[src/hdl/bmfs_defs.svh]
// constants for the boost mode and fault sequencer
// Behaviour
// RL1: on power-up start automatically with pre-charge limited to 500 mA
// RL2: after 750 us of pre-charge without reaching input, raise limit to 2000 mA
// RL3: after 1.5 ms of pre-charge without target, declare a fault
// RL4: on fault stop regulating, disconnect load, wait 1 ms, restart
// RL5: auto mode boost start-up uses 1.25 A limit, normal selectable on programmable variant
// RL6: pre-charge current reduced at 110 C, restored 10 C below
// RL7: enable and bypass_force_n high select auto boost/pass-through operation
// RL8: enable low, bypass_force_n high: shutdown with clamp, 10 mA sink, reverse block
// RL9: both low: low-quiescent pass-through shutdown limited to 250 mA
// RL10: enable high, bypass_force_n low: forced pass-through with 7300 mA limit
// RL11: host reaches low-quiescent shutdown from auto via skew-free pins or forced first
// RL12: falling output_restart_n discharges output to 600 mV then restarts fully
// RL13: pass-through switch current above 7.5 A declares fault and restarts
// RL14: boost valley current over limit extends off-time until it decays
// RL15: programmable variant takes threshold from register, others use fixed value
// RL16: input below 2 V disables serial port and output; resume above 2.1 V
// RL17: junction above 160 C turns off all switches until below hysteresis
// RL18: start-up failure, pre-charge regulation loss or thermal shutdown enter fault
// RL19: programmable variant signals fault by briefly pulling fault_pulse_n low
// RL20: supply_good high after successful start-up, low on any fault
// RL21: supply_good low at 10 percent undervoltage or 115 C, back below 100 C
// RL22: supply_good held high in forced pass-through and shutdown
// RL23: thresholds arrive as synchronised comparator flags, timeouts count the clock
`ifndef BMFS_DEFS_SVH
`define BMFS_DEFS_SVH

// ==========================================================
// timing
`define BMFS_CLK_MHZ 10
`define BMFS_PRECHG_STEP_US 750
`define BMFS_PRECHG_TOUT_US 1500
`define BMFS_FAULT_WAIT_US 1000
`define BMFS_FAULT_PULSE_NS 1000
`define BMFS_CNT_W 16
`define BMFS_PULSE_W 4

// ==========================================================
// comparator and pin flag positions
`define BMFS_NFLAGS 17
`define BMFS_F_EN 0
`define BMFS_F_BYPN 1
`define BMFS_F_RSTN 2
`define BMFS_F_NEAR_VIN 3
`define BMFS_F_REG_LOST 4
`define BMFS_F_BELOW_PRESET 5
`define BMFS_F_LOW_10PCT 6
`define BMFS_F_DISCHARGED 7
`define BMFS_F_BYP_OVERCUR 8
`define BMFS_F_VALLEY_OVER 9
`define BMFS_F_DIE_110 10
`define BMFS_F_DIE_BELOW_100 11
`define BMFS_F_DIE_115 12
`define BMFS_F_TJ_160 13
`define BMFS_F_TJ_RELEASE 14
`define BMFS_F_VIN_LOW 15
`define BMFS_F_VIN_OK 16

// ==========================================================
// fixed boost threshold and threshold width
`define BMFS_ILIM_FIXED 8'h80
`define BMFS_THR_W 8
`endif

[src/hdl/bmfs_pkg.sv]
// types for the boost mode and fault sequencer
package bmfs_pkg;
   typedef enum logic [3:0] {
      BMFS_ST_LOCKOUT = 4'h0,
      BMFS_ST_PRECHG = 4'h1,
      BMFS_ST_BOOST_START = 4'h3,
      BMFS_ST_RUN = 4'h2,
      BMFS_ST_FORCED = 4'h4,
      BMFS_ST_DISCHARGE = 4'h5,
      BMFS_ST_FAULT_WAIT = 4'h6,
      BMFS_ST_TSD = 4'h7,
      BMFS_ST_SHDN = 4'hC,
      BMFS_ST_LOWQ = 4'hD
   } bmfs_state_t;

   typedef enum logic [1:0] {
      BMFS_MODE_LOWQ = 2'h0,
      BMFS_MODE_SHDN = 2'h1,
      BMFS_MODE_FORCED = 2'h2,
      BMFS_MODE_AUTO = 2'h3
   } bmfs_mode_t;

   typedef enum logic [2:0] {
      BMFS_ILIM_OFF = 3'h0,
      BMFS_ILIM_500MA = 3'h1,
      BMFS_ILIM_2000MA = 3'h2,
      BMFS_ILIM_1250MA = 3'h3,
      BMFS_ILIM_NORMAL = 3'h4,
      BMFS_ILIM_7300MA = 3'h5,
      BMFS_ILIM_250MA = 3'h6
   } bmfs_ilim_t;
endpackage

[src/hdl/bmfs_flag_if.sv]
// carrier of raw and synchronised comparator and pin flags
`timescale 1ns/1ps
interface bmfs_flag_if #(parameter int W = 17);
   logic [W-1:0] raw;
   logic [W-1:0] synced;
   modport sync_side (input raw, output synced);
   modport seq_side (output raw, input synced);
endinterface

[src/hdl/bmfs_sync.sv]
// two-stage synchroniser for asynchronous flags
`timescale 1ns/1ps
module bmfs_sync #(
   parameter int W = 17
) (
   // clock and reset
   input wire logic clock,
   input wire logic resetn,
   // flags
   bmfs_flag_if.sync_side flags
);
   typedef struct packed {
      logic [W-1:0] stage1;
      logic [W-1:0] stage2;
   } bmfs_sync_regs_t;

   bmfs_sync_regs_t sync_reg;
   bmfs_sync_regs_t sync_next;

   always_comb begin
      sync_next.stage1 = flags.raw;
      sync_next.stage2 = sync_reg.stage1;
   end

   always_ff @(posedge clock) begin
      if (!resetn) begin
         sync_reg <= '0;
      end else begin
         sync_reg <= sync_next;
      end
   end

   assign flags.synced = sync_reg.stage2;
endmodule

[src/hdl/bmfs_seq.sv]
// start-up, mode and fault sequencer of the boost front end
`timescale 1ns/1ps
`include "bmfs_defs.svh"
module bmfs_seq #(
   parameter int PRECHG_STEP_CYC = `BMFS_PRECHG_STEP_US * `BMFS_CLK_MHZ,
   parameter int PRECHG_TOUT_CYC = `BMFS_PRECHG_TOUT_US * `BMFS_CLK_MHZ,
   parameter int FAULT_WAIT_CYC = `BMFS_FAULT_WAIT_US * `BMFS_CLK_MHZ,
   parameter logic [`BMFS_THR_W-1:0] ILIM_FIXED = `BMFS_ILIM_FIXED
) (
   // clock and reset
   input wire logic clock,
   input wire logic resetn,
   // host pins
   input wire logic enable,
   input wire logic bypass_force_n,
   input wire logic output_restart_n,
   // comparator flags
   input wire logic vout_near_vin,
   input wire logic prechg_reg_lost,
   input wire logic vout_below_preset,
   input wire logic vout_low_10pct,
   input wire logic vout_discharged,
   input wire logic bypass_overcurrent,
   input wire logic valley_over_limit,
   input wire logic die_above_110,
   input wire logic die_below_100,
   input wire logic die_above_115,
   input wire logic tj_above_160,
   input wire logic tj_below_release,
   input wire logic vin_below_lockout,
   input wire logic vin_above_release,
   // configuration
   input wire logic variant_programmable,
   input wire logic fault_signal_en,
   input wire logic boost_ilim_normal,
   input wire logic [`BMFS_THR_W-1:0] ilim_code,
   // power stage controls
   output logic precharge_en,
   output logic charge_reduce,
   output bmfs_pkg::bmfs_ilim_t ilim_sel,
   output logic [`BMFS_THR_W-1:0] ilim_threshold,
   output logic switches_en,
   output logic load_connect,
   output logic bypass_en,
   output logic clamp_en,
   output logic discharge_en,
   output logic offtime_extend,
   output logic serial_if_en,
   // status
   output bmfs_pkg::bmfs_state_t seq_state,
   output logic fault_pulse_n_out,
   output logic fault_pulse_n_oe,
   output logic supply_good
);
   import bmfs_pkg::*;

   localparam int PULSE_CYC = (`BMFS_FAULT_PULSE_NS * `BMFS_CLK_MHZ) / 1000;
   localparam logic [`BMFS_CNT_W-1:0] STEP_LAST = `BMFS_CNT_W'(PRECHG_STEP_CYC - 1);
   localparam logic [`BMFS_CNT_W-1:0] TOUT_LAST = `BMFS_CNT_W'(PRECHG_TOUT_CYC - 1);
   localparam logic [`BMFS_CNT_W-1:0] WAIT_LAST = `BMFS_CNT_W'(FAULT_WAIT_CYC - 1);
   localparam logic [`BMFS_PULSE_W-1:0] PULSE_LOAD = `BMFS_PULSE_W'(PULSE_CYC);

   typedef struct packed {
      bmfs_state_t state;
      logic [`BMFS_CNT_W-1:0] cnt;
      logic uvlo_lock;
      logic tsd_lock;
      logic therm_reduce;
      logic pg_hot;
      logic restart_prev;
      logic [`BMFS_PULSE_W-1:0] pulse_cnt;
      bmfs_ilim_t ilim;
      logic [`BMFS_THR_W-1:0] thr;
      logic precharge_en;
      logic switches_en;
      logic load_connect;
      logic bypass_en;
      logic clamp_en;
      logic discharge_en;
      logic offtime_extend;
      logic serial_if_en;
      logic charge_reduce;
      logic fault_oe;
      logic supply_good;
   } bmfs_regs_t;

   bmfs_regs_t seq_reg;
   bmfs_regs_t seq_next;

   // ==========================================================
   // synchronisers
   bmfs_flag_if #(.W(`BMFS_NFLAGS)) flags ();

   always_comb begin
      flags.raw = '0;
      flags.raw[`BMFS_F_EN] = enable;
      flags.raw[`BMFS_F_BYPN] = bypass_force_n;
      flags.raw[`BMFS_F_RSTN] = output_restart_n;
      flags.raw[`BMFS_F_NEAR_VIN] = vout_near_vin;
      flags.raw[`BMFS_F_REG_LOST] = prechg_reg_lost;
      flags.raw[`BMFS_F_BELOW_PRESET] = vout_below_preset;
      flags.raw[`BMFS_F_LOW_10PCT] = vout_low_10pct;
      flags.raw[`BMFS_F_DISCHARGED] = vout_discharged;
      flags.raw[`BMFS_F_BYP_OVERCUR] = bypass_overcurrent;
      flags.raw[`BMFS_F_VALLEY_OVER] = valley_over_limit;
      flags.raw[`BMFS_F_DIE_110] = die_above_110;
      flags.raw[`BMFS_F_DIE_BELOW_100] = die_below_100;
      flags.raw[`BMFS_F_DIE_115] = die_above_115;
      flags.raw[`BMFS_F_TJ_160] = tj_above_160;
      flags.raw[`BMFS_F_TJ_RELEASE] = tj_below_release;
      flags.raw[`BMFS_F_VIN_LOW] = vin_below_lockout;
      flags.raw[`BMFS_F_VIN_OK] = vin_above_release;
   end

   bmfs_sync #(.W(`BMFS_NFLAGS)) u_sync (
      .clock(clock),
      .resetn(resetn),
      .flags(flags)
   );

   logic [`BMFS_NFLAGS-1:0] f;
   assign f = flags.synced; // RL23

   // ==========================================================
   // mode decoding
   function automatic bmfs_mode_t bmfs_decode(input logic en, input logic byp_n);
      bmfs_mode_t m;
      m = bmfs_mode_t'({en, byp_n});
      return m;
   endfunction

   function automatic bmfs_state_t bmfs_mode_state(input bmfs_mode_t m);
      bmfs_state_t s;
      unique case (m)
         BMFS_MODE_AUTO: s = BMFS_ST_PRECHG; // RL7
         BMFS_MODE_SHDN: s = BMFS_ST_SHDN; // RL8
         BMFS_MODE_LOWQ: s = BMFS_ST_LOWQ; // RL9
         BMFS_MODE_FORCED: s = BMFS_ST_FORCED; // RL10
      endcase
      return s;
   endfunction

   // ==========================================================
   // next state
   bmfs_mode_t mode;
   logic fault;
   logic restart_edge;
   logic active;

   always_comb begin
      seq_next = seq_reg;
      mode = bmfs_decode(f[`BMFS_F_EN], f[`BMFS_F_BYPN]);
      fault = 1'b0;
      active = 1'b0;
      restart_edge = seq_reg.restart_prev & ~f[`BMFS_F_RSTN]; // RL12
      seq_next.restart_prev = f[`BMFS_F_RSTN];
      seq_next.cnt = `BMFS_CNT_W'(seq_reg.cnt + 1'b1);

      // hysteresis latches, set side wins
      if (f[`BMFS_F_VIN_LOW]) begin
         seq_next.uvlo_lock = 1'b1; // RL16
      end else if (f[`BMFS_F_VIN_OK]) begin
         seq_next.uvlo_lock = 1'b0; // RL16
      end
      if (f[`BMFS_F_TJ_160]) begin
         seq_next.tsd_lock = 1'b1; // RL17
      end else if (f[`BMFS_F_TJ_RELEASE]) begin
         seq_next.tsd_lock = 1'b0; // RL17
      end
      if (f[`BMFS_F_DIE_110]) begin
         seq_next.therm_reduce = 1'b1; // RL6
      end else if (f[`BMFS_F_DIE_BELOW_100]) begin
         seq_next.therm_reduce = 1'b0; // RL6
      end
      if (f[`BMFS_F_DIE_115]) begin
         seq_next.pg_hot = 1'b1; // RL21
      end else if (f[`BMFS_F_DIE_BELOW_100]) begin
         seq_next.pg_hot = 1'b0; // RL21
      end

      if (seq_next.uvlo_lock) begin
         seq_next.state = BMFS_ST_LOCKOUT; // RL16
         seq_next.cnt = '0;
      end else if (seq_next.tsd_lock) begin
         fault = (seq_reg.state != BMFS_ST_TSD) && (seq_reg.state != BMFS_ST_LOCKOUT); // RL18
         seq_next.state = BMFS_ST_TSD; // RL17
         seq_next.cnt = '0;
      end else begin
         unique case (seq_reg.state)
            BMFS_ST_LOCKOUT: begin
               seq_next.state = BMFS_ST_PRECHG; // RL1
               seq_next.cnt = '0;
            end
            BMFS_ST_TSD: begin
               seq_next.state = BMFS_ST_FAULT_WAIT; // RL4
               seq_next.cnt = '0;
            end
            BMFS_ST_PRECHG: begin
               if (f[`BMFS_F_REG_LOST] || seq_reg.cnt >= TOUT_LAST) begin
                  fault = 1'b1; // RL3 RL18
               end else if (f[`BMFS_F_NEAR_VIN]) begin
                  seq_next.state = (mode == BMFS_MODE_AUTO) ? BMFS_ST_BOOST_START
                                                           : bmfs_mode_state(mode); // RL5
               end
            end
            BMFS_ST_BOOST_START: begin
               if (mode != BMFS_MODE_AUTO) begin
                  seq_next.state = bmfs_mode_state(mode);
               end else if (!f[`BMFS_F_BELOW_PRESET]) begin
                  seq_next.state = BMFS_ST_RUN; // RL20
               end
            end
            BMFS_ST_RUN: begin
               // both pins follow at once only if the host keeps them skew free
               if (f[`BMFS_F_BYP_OVERCUR]) begin
                  fault = 1'b1; // RL13
               end else if (mode != BMFS_MODE_AUTO) begin
                  seq_next.state = bmfs_mode_state(mode); // RL11
               end
            end
            BMFS_ST_FORCED: begin
               if (f[`BMFS_F_BYP_OVERCUR]) begin
                  fault = 1'b1; // RL10 RL13
               end else if (bmfs_mode_state(mode) != seq_reg.state) begin
                  seq_next.state = bmfs_mode_state(mode);
                  seq_next.cnt = '0;
               end
            end
            BMFS_ST_SHDN, BMFS_ST_LOWQ: begin
               if (bmfs_mode_state(mode) != seq_reg.state) begin
                  seq_next.state = bmfs_mode_state(mode);
                  seq_next.cnt = '0;
               end
            end
            BMFS_ST_FAULT_WAIT: begin
               if (seq_reg.cnt >= WAIT_LAST) begin
                  seq_next.state = BMFS_ST_PRECHG; // RL4
                  seq_next.cnt = '0;
               end
            end
            BMFS_ST_DISCHARGE: begin
               if (f[`BMFS_F_DISCHARGED]) begin
                  seq_next.state = BMFS_ST_PRECHG; // RL12
                  seq_next.cnt = '0;
               end
            end
            default: begin
               seq_next.state = BMFS_ST_LOCKOUT;
               seq_next.cnt = '0;
            end
         endcase
         active = (seq_reg.state != BMFS_ST_FAULT_WAIT) && (seq_reg.state != BMFS_ST_TSD) &&
                  (seq_reg.state != BMFS_ST_LOCKOUT) && (seq_reg.state != BMFS_ST_DISCHARGE);
         if (fault) begin
            seq_next.state = BMFS_ST_FAULT_WAIT; // RL4
            seq_next.cnt = '0;
         end else if (restart_edge && active) begin
            seq_next.state = BMFS_ST_DISCHARGE; // RL12
            seq_next.cnt = '0;
         end
      end

      // fault pulse on the open-drain line
      if (fault && variant_programmable && fault_signal_en) begin
         seq_next.pulse_cnt = PULSE_LOAD; // RL19
      end else if (seq_reg.pulse_cnt != '0) begin
         seq_next.pulse_cnt = `BMFS_PULSE_W'(seq_reg.pulse_cnt - 1'b1);
      end
      seq_next.fault_oe = seq_next.pulse_cnt != '0; // RL19

      // power stage controls follow the next state
      seq_next.precharge_en = seq_next.state == BMFS_ST_PRECHG;
      seq_next.charge_reduce = seq_next.therm_reduce & seq_next.precharge_en; // RL6
      seq_next.switches_en = (seq_next.state == BMFS_ST_PRECHG) ||
                             (seq_next.state == BMFS_ST_BOOST_START) ||
                             (seq_next.state == BMFS_ST_RUN); // RL4 RL17
      seq_next.load_connect = seq_next.switches_en || (seq_next.state == BMFS_ST_FORCED) ||
                              (seq_next.state == BMFS_ST_LOWQ); // RL4
      seq_next.bypass_en = (seq_next.state == BMFS_ST_FORCED) ||
                           (seq_next.state == BMFS_ST_LOWQ); // RL9 RL10
      seq_next.clamp_en = seq_next.state == BMFS_ST_SHDN; // RL8
      seq_next.discharge_en = seq_next.state == BMFS_ST_DISCHARGE; // RL12
      seq_next.serial_if_en = !seq_next.uvlo_lock; // RL16
      seq_next.thr = variant_programmable ? ilim_code : ILIM_FIXED; // RL15
      seq_next.offtime_extend = ((seq_next.state == BMFS_ST_BOOST_START) ||
                                 (seq_next.state == BMFS_ST_RUN)) &&
                                f[`BMFS_F_VALLEY_OVER]; // RL14
      unique case (seq_next.state)
         BMFS_ST_PRECHG: begin
            seq_next.ilim = (seq_next.cnt > STEP_LAST) ? BMFS_ILIM_2000MA
                                                      : BMFS_ILIM_500MA; // RL1 RL2
         end
         BMFS_ST_BOOST_START: begin
            seq_next.ilim = (variant_programmable && boost_ilim_normal) ? BMFS_ILIM_NORMAL
                                                                      : BMFS_ILIM_1250MA; // RL5
         end
         BMFS_ST_RUN: seq_next.ilim = BMFS_ILIM_NORMAL;
         BMFS_ST_FORCED: seq_next.ilim = BMFS_ILIM_7300MA; // RL10
         BMFS_ST_LOWQ: seq_next.ilim = BMFS_ILIM_250MA; // RL9
         default: seq_next.ilim = BMFS_ILIM_OFF;
      endcase
      seq_next.supply_good = (seq_next.state == BMFS_ST_FORCED) ||
                             (seq_next.state == BMFS_ST_SHDN) ||
                             (seq_next.state == BMFS_ST_LOWQ) || // RL22
                             ((seq_next.state == BMFS_ST_RUN) && !f[`BMFS_F_LOW_10PCT] &&
                              !seq_next.pg_hot); // RL20 RL21
   end

   always_ff @(posedge clock) begin
      if (!resetn) begin
         seq_reg <= '0;
      end else begin
         seq_reg <= seq_next;
      end
   end

   // ==========================================================
   // outputs
   assign precharge_en = seq_reg.precharge_en;
   assign charge_reduce = seq_reg.charge_reduce; // RL6
   assign ilim_sel = seq_reg.ilim;
   assign ilim_threshold = seq_reg.thr;
   assign switches_en = seq_reg.switches_en;
   assign load_connect = seq_reg.load_connect;
   assign bypass_en = seq_reg.bypass_en;
   assign clamp_en = seq_reg.clamp_en;
   assign discharge_en = seq_reg.discharge_en;
   assign offtime_extend = seq_reg.offtime_extend;
   assign serial_if_en = seq_reg.serial_if_en;
   assign seq_state = seq_reg.state;
   assign fault_pulse_n_out = 1'b0;
   assign fault_pulse_n_oe = seq_reg.fault_oe;
   assign supply_good = seq_reg.supply_good;
endmodule

[config.mk]
export PLATFORM = sky130hd
export DESIGN_NAME = bmfs_seq
export DESIGN_NICKNAME = d
export VERILOG_FILES = /design/src/hdl/bmfs_pkg.sv /design/src/hdl/bmfs_flag_if.sv /design/src/hdl/bmfs_sync.sv /design/src/hdl/bmfs_seq.sv
export VERILOG_INCLUDE_DIRS = /design/src /design/src/hdl
export SDC_FILE = /design/constraint.sdc
export NUM_CORES = 1
export LEC_CHECK = 0
export BUFFER_PORTS_ARGS = -buffer_cell sky130_fd_sc_hd__clkbuf_2
export CELL_PAD_IN_SITES_DETAIL_PLACEMENT = 0
export CELL_PAD_IN_SITES_GLOBAL_PLACEMENT = 1
export CORE_MARGIN = 3
export CORE_UTILIZATION = 43
export CTS_CLUSTER_SIZE = 14
export DETAILED_ROUTE_END_ITERATION = 16
export MAX_ROUTING_LAYER = met4
export PLACE_DENSITY = 0.84
export SLEW_MARGIN = 20
export SYNTH_ARGS = -nofsm -noshare
export SYNTH_HDL_FRONTEND = slang
export SYNTH_SLANG_ARGS = --single-unit
[constraint.sdc]
create_clock -name clock -period 3.6 [get_ports clock]
set_input_delay 0 -clock clock [delete_from_list [all_inputs] [get_ports clock]]
set_output_delay 0 -clock clock [all_outputs]
set_load 0.03 [all_outputs]
; Word level (Yosys, flattened, before mapping)
; Index checks and enable logic that the tools add are counted.
[totals]
reg_bits = 85
in_bits = 30
out_inout_bits = 27
elab_cells = 138
[classes]
addsub = 2
order_cmp = 3
eq_ne = 25
muxes = 48
n_bitwise = 3
n_reduce_logical = 33
[ops]
columns = operator, n
row1 = 20-bit 2-to-1 mux, 9
row2 = 16-bit case mux with 5 select lines, 1
row3 = 4-bit 2-to-1 mux, 16
row4 = 4-bit case mux with 9 select lines, 1
row5 = 16-bit by 14-bit >= comparator with 1-bit output (second input constant), 2
row6 = 4-bit by 3-bit == test with 1-bit output (second input constant), 6
row7 = 16-bit by 1-bit adder with 16-bit output (second input constant), 1
row8 = 4-bit by 2-bit == test with 1-bit output (second input constant), 4
row9 = 4-bit == test (second input constant), 4
row10 = 16-bit by 13-bit > comparator with 1-bit output (second input constant), 1
row11 = 4-bit case mux with 4 select lines, 1
row12 = 3-bit case mux with 5 select lines, 1
row13 = 1-bit 2-to-1 mux, 14
row14 = 4-bit by 3-bit != test with 1-bit output (second input constant), 3
row15 = 4-bit case mux with 3 select lines, 1
row16 = 4-bit nonzero test, 3
row17 = 1-bit logical AND, 11
row18 = 1-bit logical OR, 10
row19 = 4-bit by 1-bit == test with 1-bit output (second input constant), 2
row20 = 8-bit 2-to-1 mux, 1
row21 = 4-bit != test, 2
row22 = 2-bit == test (second input constant), 2
row23 = 4-bit logical NOT, 1
row24 = 2-bit OR reduction, 2
row25 = 12 further kinds, 15

; Longest topological paths before layout
; Gate-level depths: netlist of run 1.
[logic_depth]
word_depth = 19
mapped_depth = 11
ltp_nobuf = 10

; By module
; From an unflattened synthesis of run 1, not the netlist that was laid out.
[hier_totals]
hier_cells = 432
area_unflattened_um2 = 4007.6
[by_module_without_submodules]
columns = mod, instances, cells_each, area_each_um2, seq_area_each_um2
row1 = bmfs_seq, 1, 361, 3056.7, 1021.0
row2 = bmfs_sync, 1, 71, 950.9, 680.7

; Worst setup path after synthesis of run 1
; Ideal clock, no wire load.
[synth_path]
path_kind = reg2reg
startpoint = register seq_reg[31] (netlist name)
endpoint = register seq_reg (netlist bit ilim_sel[0])
setup_time_ns = 0.087
t_arrival_ns = 2.467
t_required_ns = 3.513
setup_slack_ns = 1.046
path_stages_with_launch = 10
n_path_buf = 0
synth_period_minus_slack_ns = 2.554
cell_sequence = dfxtp_1 -> ha_1 -> nand3_1 -> a21oi_1 -> nor2_1 -> a31oi_1 -> nand4_4 -> or4b_4 -> or3b_1 -> o31ai_1
[synth_between]
elab_chain_len = 12
elab_cells_between_ends = 28
classes_between = add/sub: 1 / order compare: 3 / eq/ne: 5 / mux: 18 / reduce/logical: 1
[synth_lines]
columns = element, line_no
row1 = from (decl), bmfs_seq.sv:87  ; bmfs_regs_t seq_reg;
row2 = from (signal assigned), bmfs_seq.sv:313  ; seq_reg <= seq_next;
row3 = 16-bit by 14-bit >= comparator with 1-bit output, bmfs_seq.sv:199  ; if (f[`BMFS_F_REG_LOST] || seq_reg.cnt >= TOUT_LAST) begin
row4 = 1-bit logical OR, bmfs_seq.sv:199
row5 = 1-bit 2-to-1 mux, bmfs_seq.sv:199
row6 = 1-bit case mux with 2 select lines, bmfs_seq.sv:189  ; unique case (seq_reg.state)
row7 = 1-bit 2-to-1 mux, bmfs_seq.sv:184  ; end else if (seq_next.tsd_lock) begin
row8 = 1-bit 2-to-1 mux, bmfs_seq.sv:181  ; if (seq_next.uvlo_lock) begin
row9 = 20-bit 2-to-1 mux *, bmfs_seq.sv:254  ; if (fault) begin
row10 = 20-bit 2-to-1 mux *, bmfs_seq.sv:184
row11 = 20-bit 2-to-1 mux *, bmfs_seq.sv:181
row12 = 16-bit by 13-bit > comparator with 1-bit output, bmfs_seq.sv:290  ; seq_next.ilim = (seq_next.cnt > STEP_LAST) ? BMFS_ILIM_2000MA
row13 = 2-bit 2-to-1 mux, bmfs_seq.sv:290
row14 = 3-bit case mux with 5 select lines *, bmfs_seq.sv:288  ; unique case (seq_next.state)
; Every way passes the cells marked *; elsewhere a longest branch is shown, timed or not. The select of a mux whose other input is x is not followed.
; A chain may end at the register's enable or synchronous reset.

; Final worst setup path of run 1
[layout_path]
startpoint = register seq_reg[31] (netlist name)
endpoint = register seq_reg (netlist bit ilim_sel[2])
[layout_between]
elab_chain_len = 11
elab_cells_between_ends = 20
classes_between = order compare: 2 / eq/ne: 5 / mux: 12 / reduce/logical: 1
[layout_lines]
columns = element, line_no
row1 = 16-bit by 14-bit >= comparator with 1-bit output, bmfs_seq.sv:199
row2 = 1-bit logical OR, bmfs_seq.sv:199
row3 = 1-bit 2-to-1 mux, bmfs_seq.sv:199
row4 = 1-bit case mux with 2 select lines, bmfs_seq.sv:189
row5 = 1-bit 2-to-1 mux, bmfs_seq.sv:184
row6 = 1-bit 2-to-1 mux, bmfs_seq.sv:181
row7 = 20-bit 2-to-1 mux *, bmfs_seq.sv:254
row8 = 20-bit 2-to-1 mux *, bmfs_seq.sv:184
row9 = 20-bit 2-to-1 mux *, bmfs_seq.sv:181
row10 = 4-bit == test (tied with other cells), bmfs_seq.sv:288
row11 = 3-bit case mux with 5 select lines *, bmfs_seq.sv:288
; Marked as above.

==> results of run 1 <==
cell type report:
type | count | area (sq um)
Fill cell | 787 | 3836
Multi-Input combinational cell | 299 | 1859
Sequential cell | 85 | 1702
Timing Repair Buffer | 90 | 620.6
Tap cell | 105 | 131.4
Clock buffer | 9 | 123.9
Clock inverter | 7 | 86.33
Inverter | 17 | 63.81
cells by family after synthesis:
kind of cell    count (synthesis)  synth area share
simple gates                  198            0.2814
fa+ha+maj                       7           0.02282
mux                             2          0.005217
xor+xnor                       18           0.04108
flops                          85            0.4434
buf+inv                        54           0.07206
compound gates                 73            0.1330
other cells                     1         0.0009772
through the flow:
stage	cell area, sq um	util	instances	setup WS, ns
6_report	4587	0.5446	612	0.3083
5_1_grt	4587	0.5446	612	0.09307
4_1_cts	4587	0.5446	612	0.3429
3_5_place_dp	4046	0.4804	563	0.3821
3_3_place_gp	4046	0.4804	563	0.5860
2_1_floorplan	3837	-	438	1.046
how the worst min path moves through the flow:
stage / endpoint / slack, ns / cells past startpoint
5_1_grt: seq_reg[22] / 0.23 / 5
4_1_cts: ilim_sel[0] / 0.19 / 5
3_5_place_dp: u_sync.sync_next[5] / 0.21 / 2
3_3_place_gp: u_sync.sync_next[11] / 0.21 / 2
2_1_floorplan: ilim_threshold[7] / 0.09 / 1
6_report: seq_reg[22] / 0.19 / 5
layout by cell type (no fill, tap or decap), types with 9 or more instances in the layout:
cell type / n
dfxtp_1: 85
and2_1: 39
o21ai_0: 13
clkbuf_8: 9
inv_1: 17
xor2_1: 9
xnor2_1: 9
a21oi_1: 13
dlygate4sd3_1: 33
nand2_1: 18
nor3_1: 12
clkbuf_2: 55
nor2_1: 53
and3_1: 13
nand3_1: 17
report_power, final:
group	switching, W	total (W)	internal (W)	leakage [nW]
Clock	0.000405	0.000685	0.000280	0.105
Sequential	0.0000515	0.00106	0.00101	0.698
Combinational	0.000300	0.000507	0.000207	1.09
Total	0.000756	0.00226	0.00150	1.89
metal layers:
layer  wire (microns)  track usage  share of wire  up-vias
met2             3971       0.2834           0.47       81
li1                 -            -              -     1625
met4              185      0.07772          0.022        0
met5                0            -              0        -
met3              389      0.03529          0.046       19
met1             3959       0.2312           0.47     1495
critical path: cells and delay by family (launching register included):
kind	cells	cell delay [ns]
compound gates	4	1.63
fa+ha+maj	1	0.31
flops	1	0.42
simple gates	4	0.86
==> flow_summary.json, run 1 <==
{
  "synth_most_common_cell": "dfxtp_1",
  "dpl.hpwl_microns": 5743,
  "yosys.area.top_type": "dfxtp_1",
  "rsz0062_at_grt": "no",
  "path_cells": "ha_1 > nand3_1 > a211oi_1 > nor2_1 > o32a_1 > o221ai_1 > nor2_1 > or4_1 > a21oi_1",
  "hold_slack_ns": 0.1899,
  "cts_buffers": 9,
  "clock_skew_ns": 0.01846,
  "avgSynthCellArea_sq_um": 8.761,
  "synth-seq-area-share": 0.4434,
  "synth_flop_cell": "dfxtp_1",
  "portBuffers": 55,
  "finalCriticalPeriod_ns": 3.292,
  "rr_worst_depth": 9,
  "clock_sinks": 85,
  "grt_pass1_vias": 3025,
  "die_x_microns": 100.5,
  "clkLatencyLatePin_ns": 0.37,
  "irDropWorstVdd_mv": 0.3144,
  "finalSetupViolations": 0,
  "setup.worst_path.end": "ilim_sel[2]",
  "cp_max_fo": 12,
  "synth.area.top_cells": "dfxtp_1 (44%), and2_1 (6.4%), nor2_1 (5.2%)",
  "clockRootBuffer": "clkbuf_8",
  "synth_cells": 438,
  "postCtsSetupBuffers": 0,
  "syn2layout_area_growth_pct": 19.53,
  "slew_violations": 0,
  "synth_enable_flop_cells": 0,
  "crit_start": "seq_reg[31]",
  "hold_path.startpoint": "fault_signal_en",
  "cp_slowest_cell": "o221ai_1",
  "ys_ff_latch": 85,
  "fp.dieArea_sq_um": 10090,
  "yosysUniqueCellTypes": 60,
  "totalPowerFinal_w": 0.002255,
  "regToRegSetupSlack_ns": 0.31,
  "fmax_mhz": 303.8,
  "path_clk_slew_ns": 0.09,
  "antenna_found_initial": 0,
  "hold_class": "in -> reg",
  "setup-tns-final_ns": 0,
  "routed-via-count": 3220,
  "cp-start-kind": "flip-flop",
  "reg2reg_to": "ilim_sel[2]",
  "worstReg2RegStart": "seq_reg[31]",
  "finalWirelength_microns": 8505,
  "gp_congestion": 0.8368,
  "htree_levels": 3,
  "row_count": 33,
  "largest_register_ffs": 25,
  "max_stage_delay_ns": 0.75,
  "post_drt_wl_per_cell_microns": 13.90,
  "max_slew_margin": 0.3808,
  "die_height_microns": 100.5,
  "max_cap_violations": 0,
  "yosys-top-cells-count": "dfxtp_1 (85), nor2_1 (53), and2_1 (39), nand2_1 (18)",
  "status": "finished clean",
  "synth_top_area_frac": 0.4434,
  "fin_nets": 539,
  "grt-ovfl-total": 0,
  "route.detailed.drc": 0,
  "initial_utilization": 0.4556,
  "drt_iter0_drc": 83,
  "end_kind": "flip-flop",
  "coreArea_sq_um": 8423,
  "grt_max_degree": 48,
  "p_per_area_nw_per_um2": 491.7,
  "tritoncts": "done",
  "diodes": 0,
  "timing.final.hold_violations": 0,
  "tightest_slew_ns": 0.9288,
  "synth_fp_nets": 475,
  "via_per_inst": 5.261,
  "drive_gt1_frac": 0.1657,
  "synthesis.area_sq_um": 3837,
  "post_cts_resized": 0,
  "ys_warn_count": 0,
  "p_leak_nw": 1.894,
  "async_reset_ff_frac": 0,
  "cts_buffer_depth": 2,
  "final.period_utilization": 0.9144,
  "crit_type": "reg -> reg",
  "ant_nets": 0,
  "track_usage": 0.1821,
  "worst_ep_required_time_ns": 3.88,
  "num_io_pins": 57,
  "cts_hold_buf": 33,
  "cp.arrival_ns": 3.57,
  "cpMostUsedCell": "nor2_1",
  "grt_first_pass_wirelength_microns": 14260,
  "first_pass_iters": 4
}
No activity file was read; power rests on OpenSTA's default activity.
==> run 2, diff against run 1 <==
- CORE_MARGIN: 3 -> 2
==> run 2 against run 1 <==
Net effect: setup slack better by 0.34 ns; critical endpoint unchanged; global-route usage is 0.37 points higher; combinational power up 1%; critical path depth stayed put; utilization is 1.6 points lower; first-iteration DRC count is 130% higher; fmax increased by 12%; via count up 0.40%; hold slack better by 0.0057 ns; power is 0.50% lower; clock-buffer cell count is the same.
==> flow_summary.json, run 2 (synthesis gave the netlist of run 1 again) <==
{
  "status": "finished clean",
  "cp-start-kind": "flip-flop",
  "hold_path.startpoint": "fault_signal_en",
  "die_x_microns": 98.47,
  "regToRegSetupSlack_ns": 0.65,
  "grt_first_pass_wirelength_microns": 14310,
  "pwr-share-clk": 0.299,
  "swShare": 0.3327,
  "postCtsSetupBuffers": 0,
  "clkLatencyLatePin_ns": 0.36,
  "track_usage": 0.1858,
  "fin_area_sq_um": 4587,
  "layout_commonest_cell": "dfxtp_1",
  "slew_violations": 0,
  "critPathTopFamily": "compound AO/OA/AOI/OAI gates",
  "rr_worst_depth": 9,
  "cts_buffer_depth": 2,
  "num_io_pins": 57,
  "fp.dieArea_sq_um": 9696,
  "row_count": 34,
  "diodes": 0,
  "reg2reg_to": "ilim_sel[2]",
  "fmax_mhz": 339.2,
  "timing.final.hold_violations": 0,
  "tritoncts": "done",
  "hold_class": "in -> reg",
  "fin_nets": 540,
  "final.period_utilization": 0.8189,
  "p_seq_frac": 0.473,
  "path_cells": "ha_1 > nand3_1 > a211oi_1 > nor2_1 > o32a_1 > o221ai_1 > nor2_1 > or4_1 > a21oi_1",
  "finalCriticalPeriod_ns": 2.948,
  "placed_area_sq_um": 4058,
  "path_clk_slew_ns": 0.10,
  "end_kind": "flip-flop",
  "max_slew_margin": 0.5591,
  "min_path_cells": 5,
  "grt-ovfl-total": 0,
  "htree_levels": 3,
  "route.detailed.drc": 0,
  "drt_iter0_drc": 190,
  "irDropWorstVdd_mv": 0.3343,
  "worstReg2RegStart": "seq_reg[31]",
  "clock_skew_ns": 0.01233,
  "syn2layout_area_growth_pct": 19.53,
  "clockRootBuffer": "clkbuf_8",
  "routed-via-count": 3233,
  "cp_max_fo": 7,
  "clock_sinks": 85,
  "path_buf_inv": 0,
  "grt_pass1_vias": 3098,
  "ant_nets": 0,
  "dpl.hpwl_microns": 5697,
  "p_leak_nw": 1.892,
  "post-place-ws_ns": 0.7286,
  "cpMostUsedCell": "nor2_1",
  "crit_start": "seq_reg[31]",
  "switchingPower_w": 0.0007466,
  "initial_utilization": 0.4422,
  "largest_register_ffs": 25,
  "drive_gt1_frac": 0.1673,
  "coreArea_sq_um": 8678,
  "final_cell_mix": "dfxtp_1 (85), clkbuf_2 (55), nor2_1 (53)",
  "first_pass_iters": 5,
  "worst_slack_ns": 0.6520,
  "via_per_inst": 5.248,
  "max_cap_violations": 0,
  "min_to": "seq_reg[22]",
  "post_drt_wl_per_cell_microns": 13.68,
  "p_comb_frac": 0.228,
  "cp_slowest_cell": "a211oi_1",
  "p_per_area_nw_per_um2": 489.2,
  "grt_max_degree": 48,
  "portBuffers": 55,
  "finalSetupViolations": 0,
  "tightest_slew_ns": 0.6614,
  "cp.arrival_ns": 3.23,
  "crit_type": "reg -> reg",
  "finalWirelength_microns": 8428,
  "rsz0062_at_grt": "no",
  "max_stage_delay_ns": 0.46,
  "worst_ep_required_time_ns": 3.89,
  "gp_congestion": 0.8828,
  "die_height_microns": 98.47,
  "antenna_found_initial": 0,
  "p_int_w": 0.001497,
  "cts_buffers": 9,
  "setup-tns-final_ns": 0
}
run 2: through the flow:
| stage | std cells | hold slack (ns) | power, W | utilization |
|---|---|---|---|---|
| 2_1_floorplan | 438 | 0.09177 | 0.001463 | - |
| 3_3_place_gp | 567 | 0.2047 | 0.001556 | 0.4676 |
| 3_5_place_dp | 567 | 0.2094 | 0.001564 | 0.4676 |
| 4_1_cts | 616 | 0.1842 | 0.002258 | 0.5285 |
| 5_1_grt | 616 | 0.2115 | 0.002360 | 0.5285 |
| 6_report | 616 | 0.1956 | 0.002244 | 0.5285 |
run 2: cell type report:
type	instances	area, sq um
clock buffer	9	123.9
timing repair buffer	91	628.1
inverter	17	63.81
multi-input combinational	299	1859
sequential	85	1702
fill	818	4091
clock inverter	7	75.07
tap	108	135.1
run 2: power by group through the flow:
stage	clock network (W)	logic, W	registers, W
final	0.000671	0.000512	0.00106
after global routing	0.000728	0.000562	0.00107
after global placement	0	0.000475	0.00108
after detailed placement	0	0.000480	0.00108
after CTS	0.000688	0.000510	0.00106
after floorplan	0	0.000363	0.00110
run 2: timing repair:
item,4_1_cts,5_1_grt
hold buffers,33,0
endpoints found under the hold margin,25,0
setup endpoints to repair,0,0
gates resized for setup,0,0
run 2: worst max-delay path by stage:
stage                        to  slack (ns)  cells after the start
global placement    ilim_sel[2]        0.76                      9
detailed placement  ilim_sel[0]        0.73                      9
finish              ilim_sel[2]        0.65                      9
floorplan           ilim_sel[0]        1.05                      9
global route        ilim_sel[0]        0.43                      9
CTS                 ilim_sel[0]        0.69                      9
run 2: per-layer routing:
layer  routed length [microns]  GRT usage  part of all wire
met1                      3905     0.2336              0.46
met3                       397    0.05603             0.047
met2                      3971     0.2889              0.47
met4                       153    0.05796             0.018
met5                         0          -                 0
run 2: tightest hold or removal path, delay by kind of cell:
kind | cells | cell delay (ns)
and+or+nand+nor | 3 | 0.35
AOI/OAI and AO/OA | 1 | 0.09
buffers and inverters | 1 | 0.08
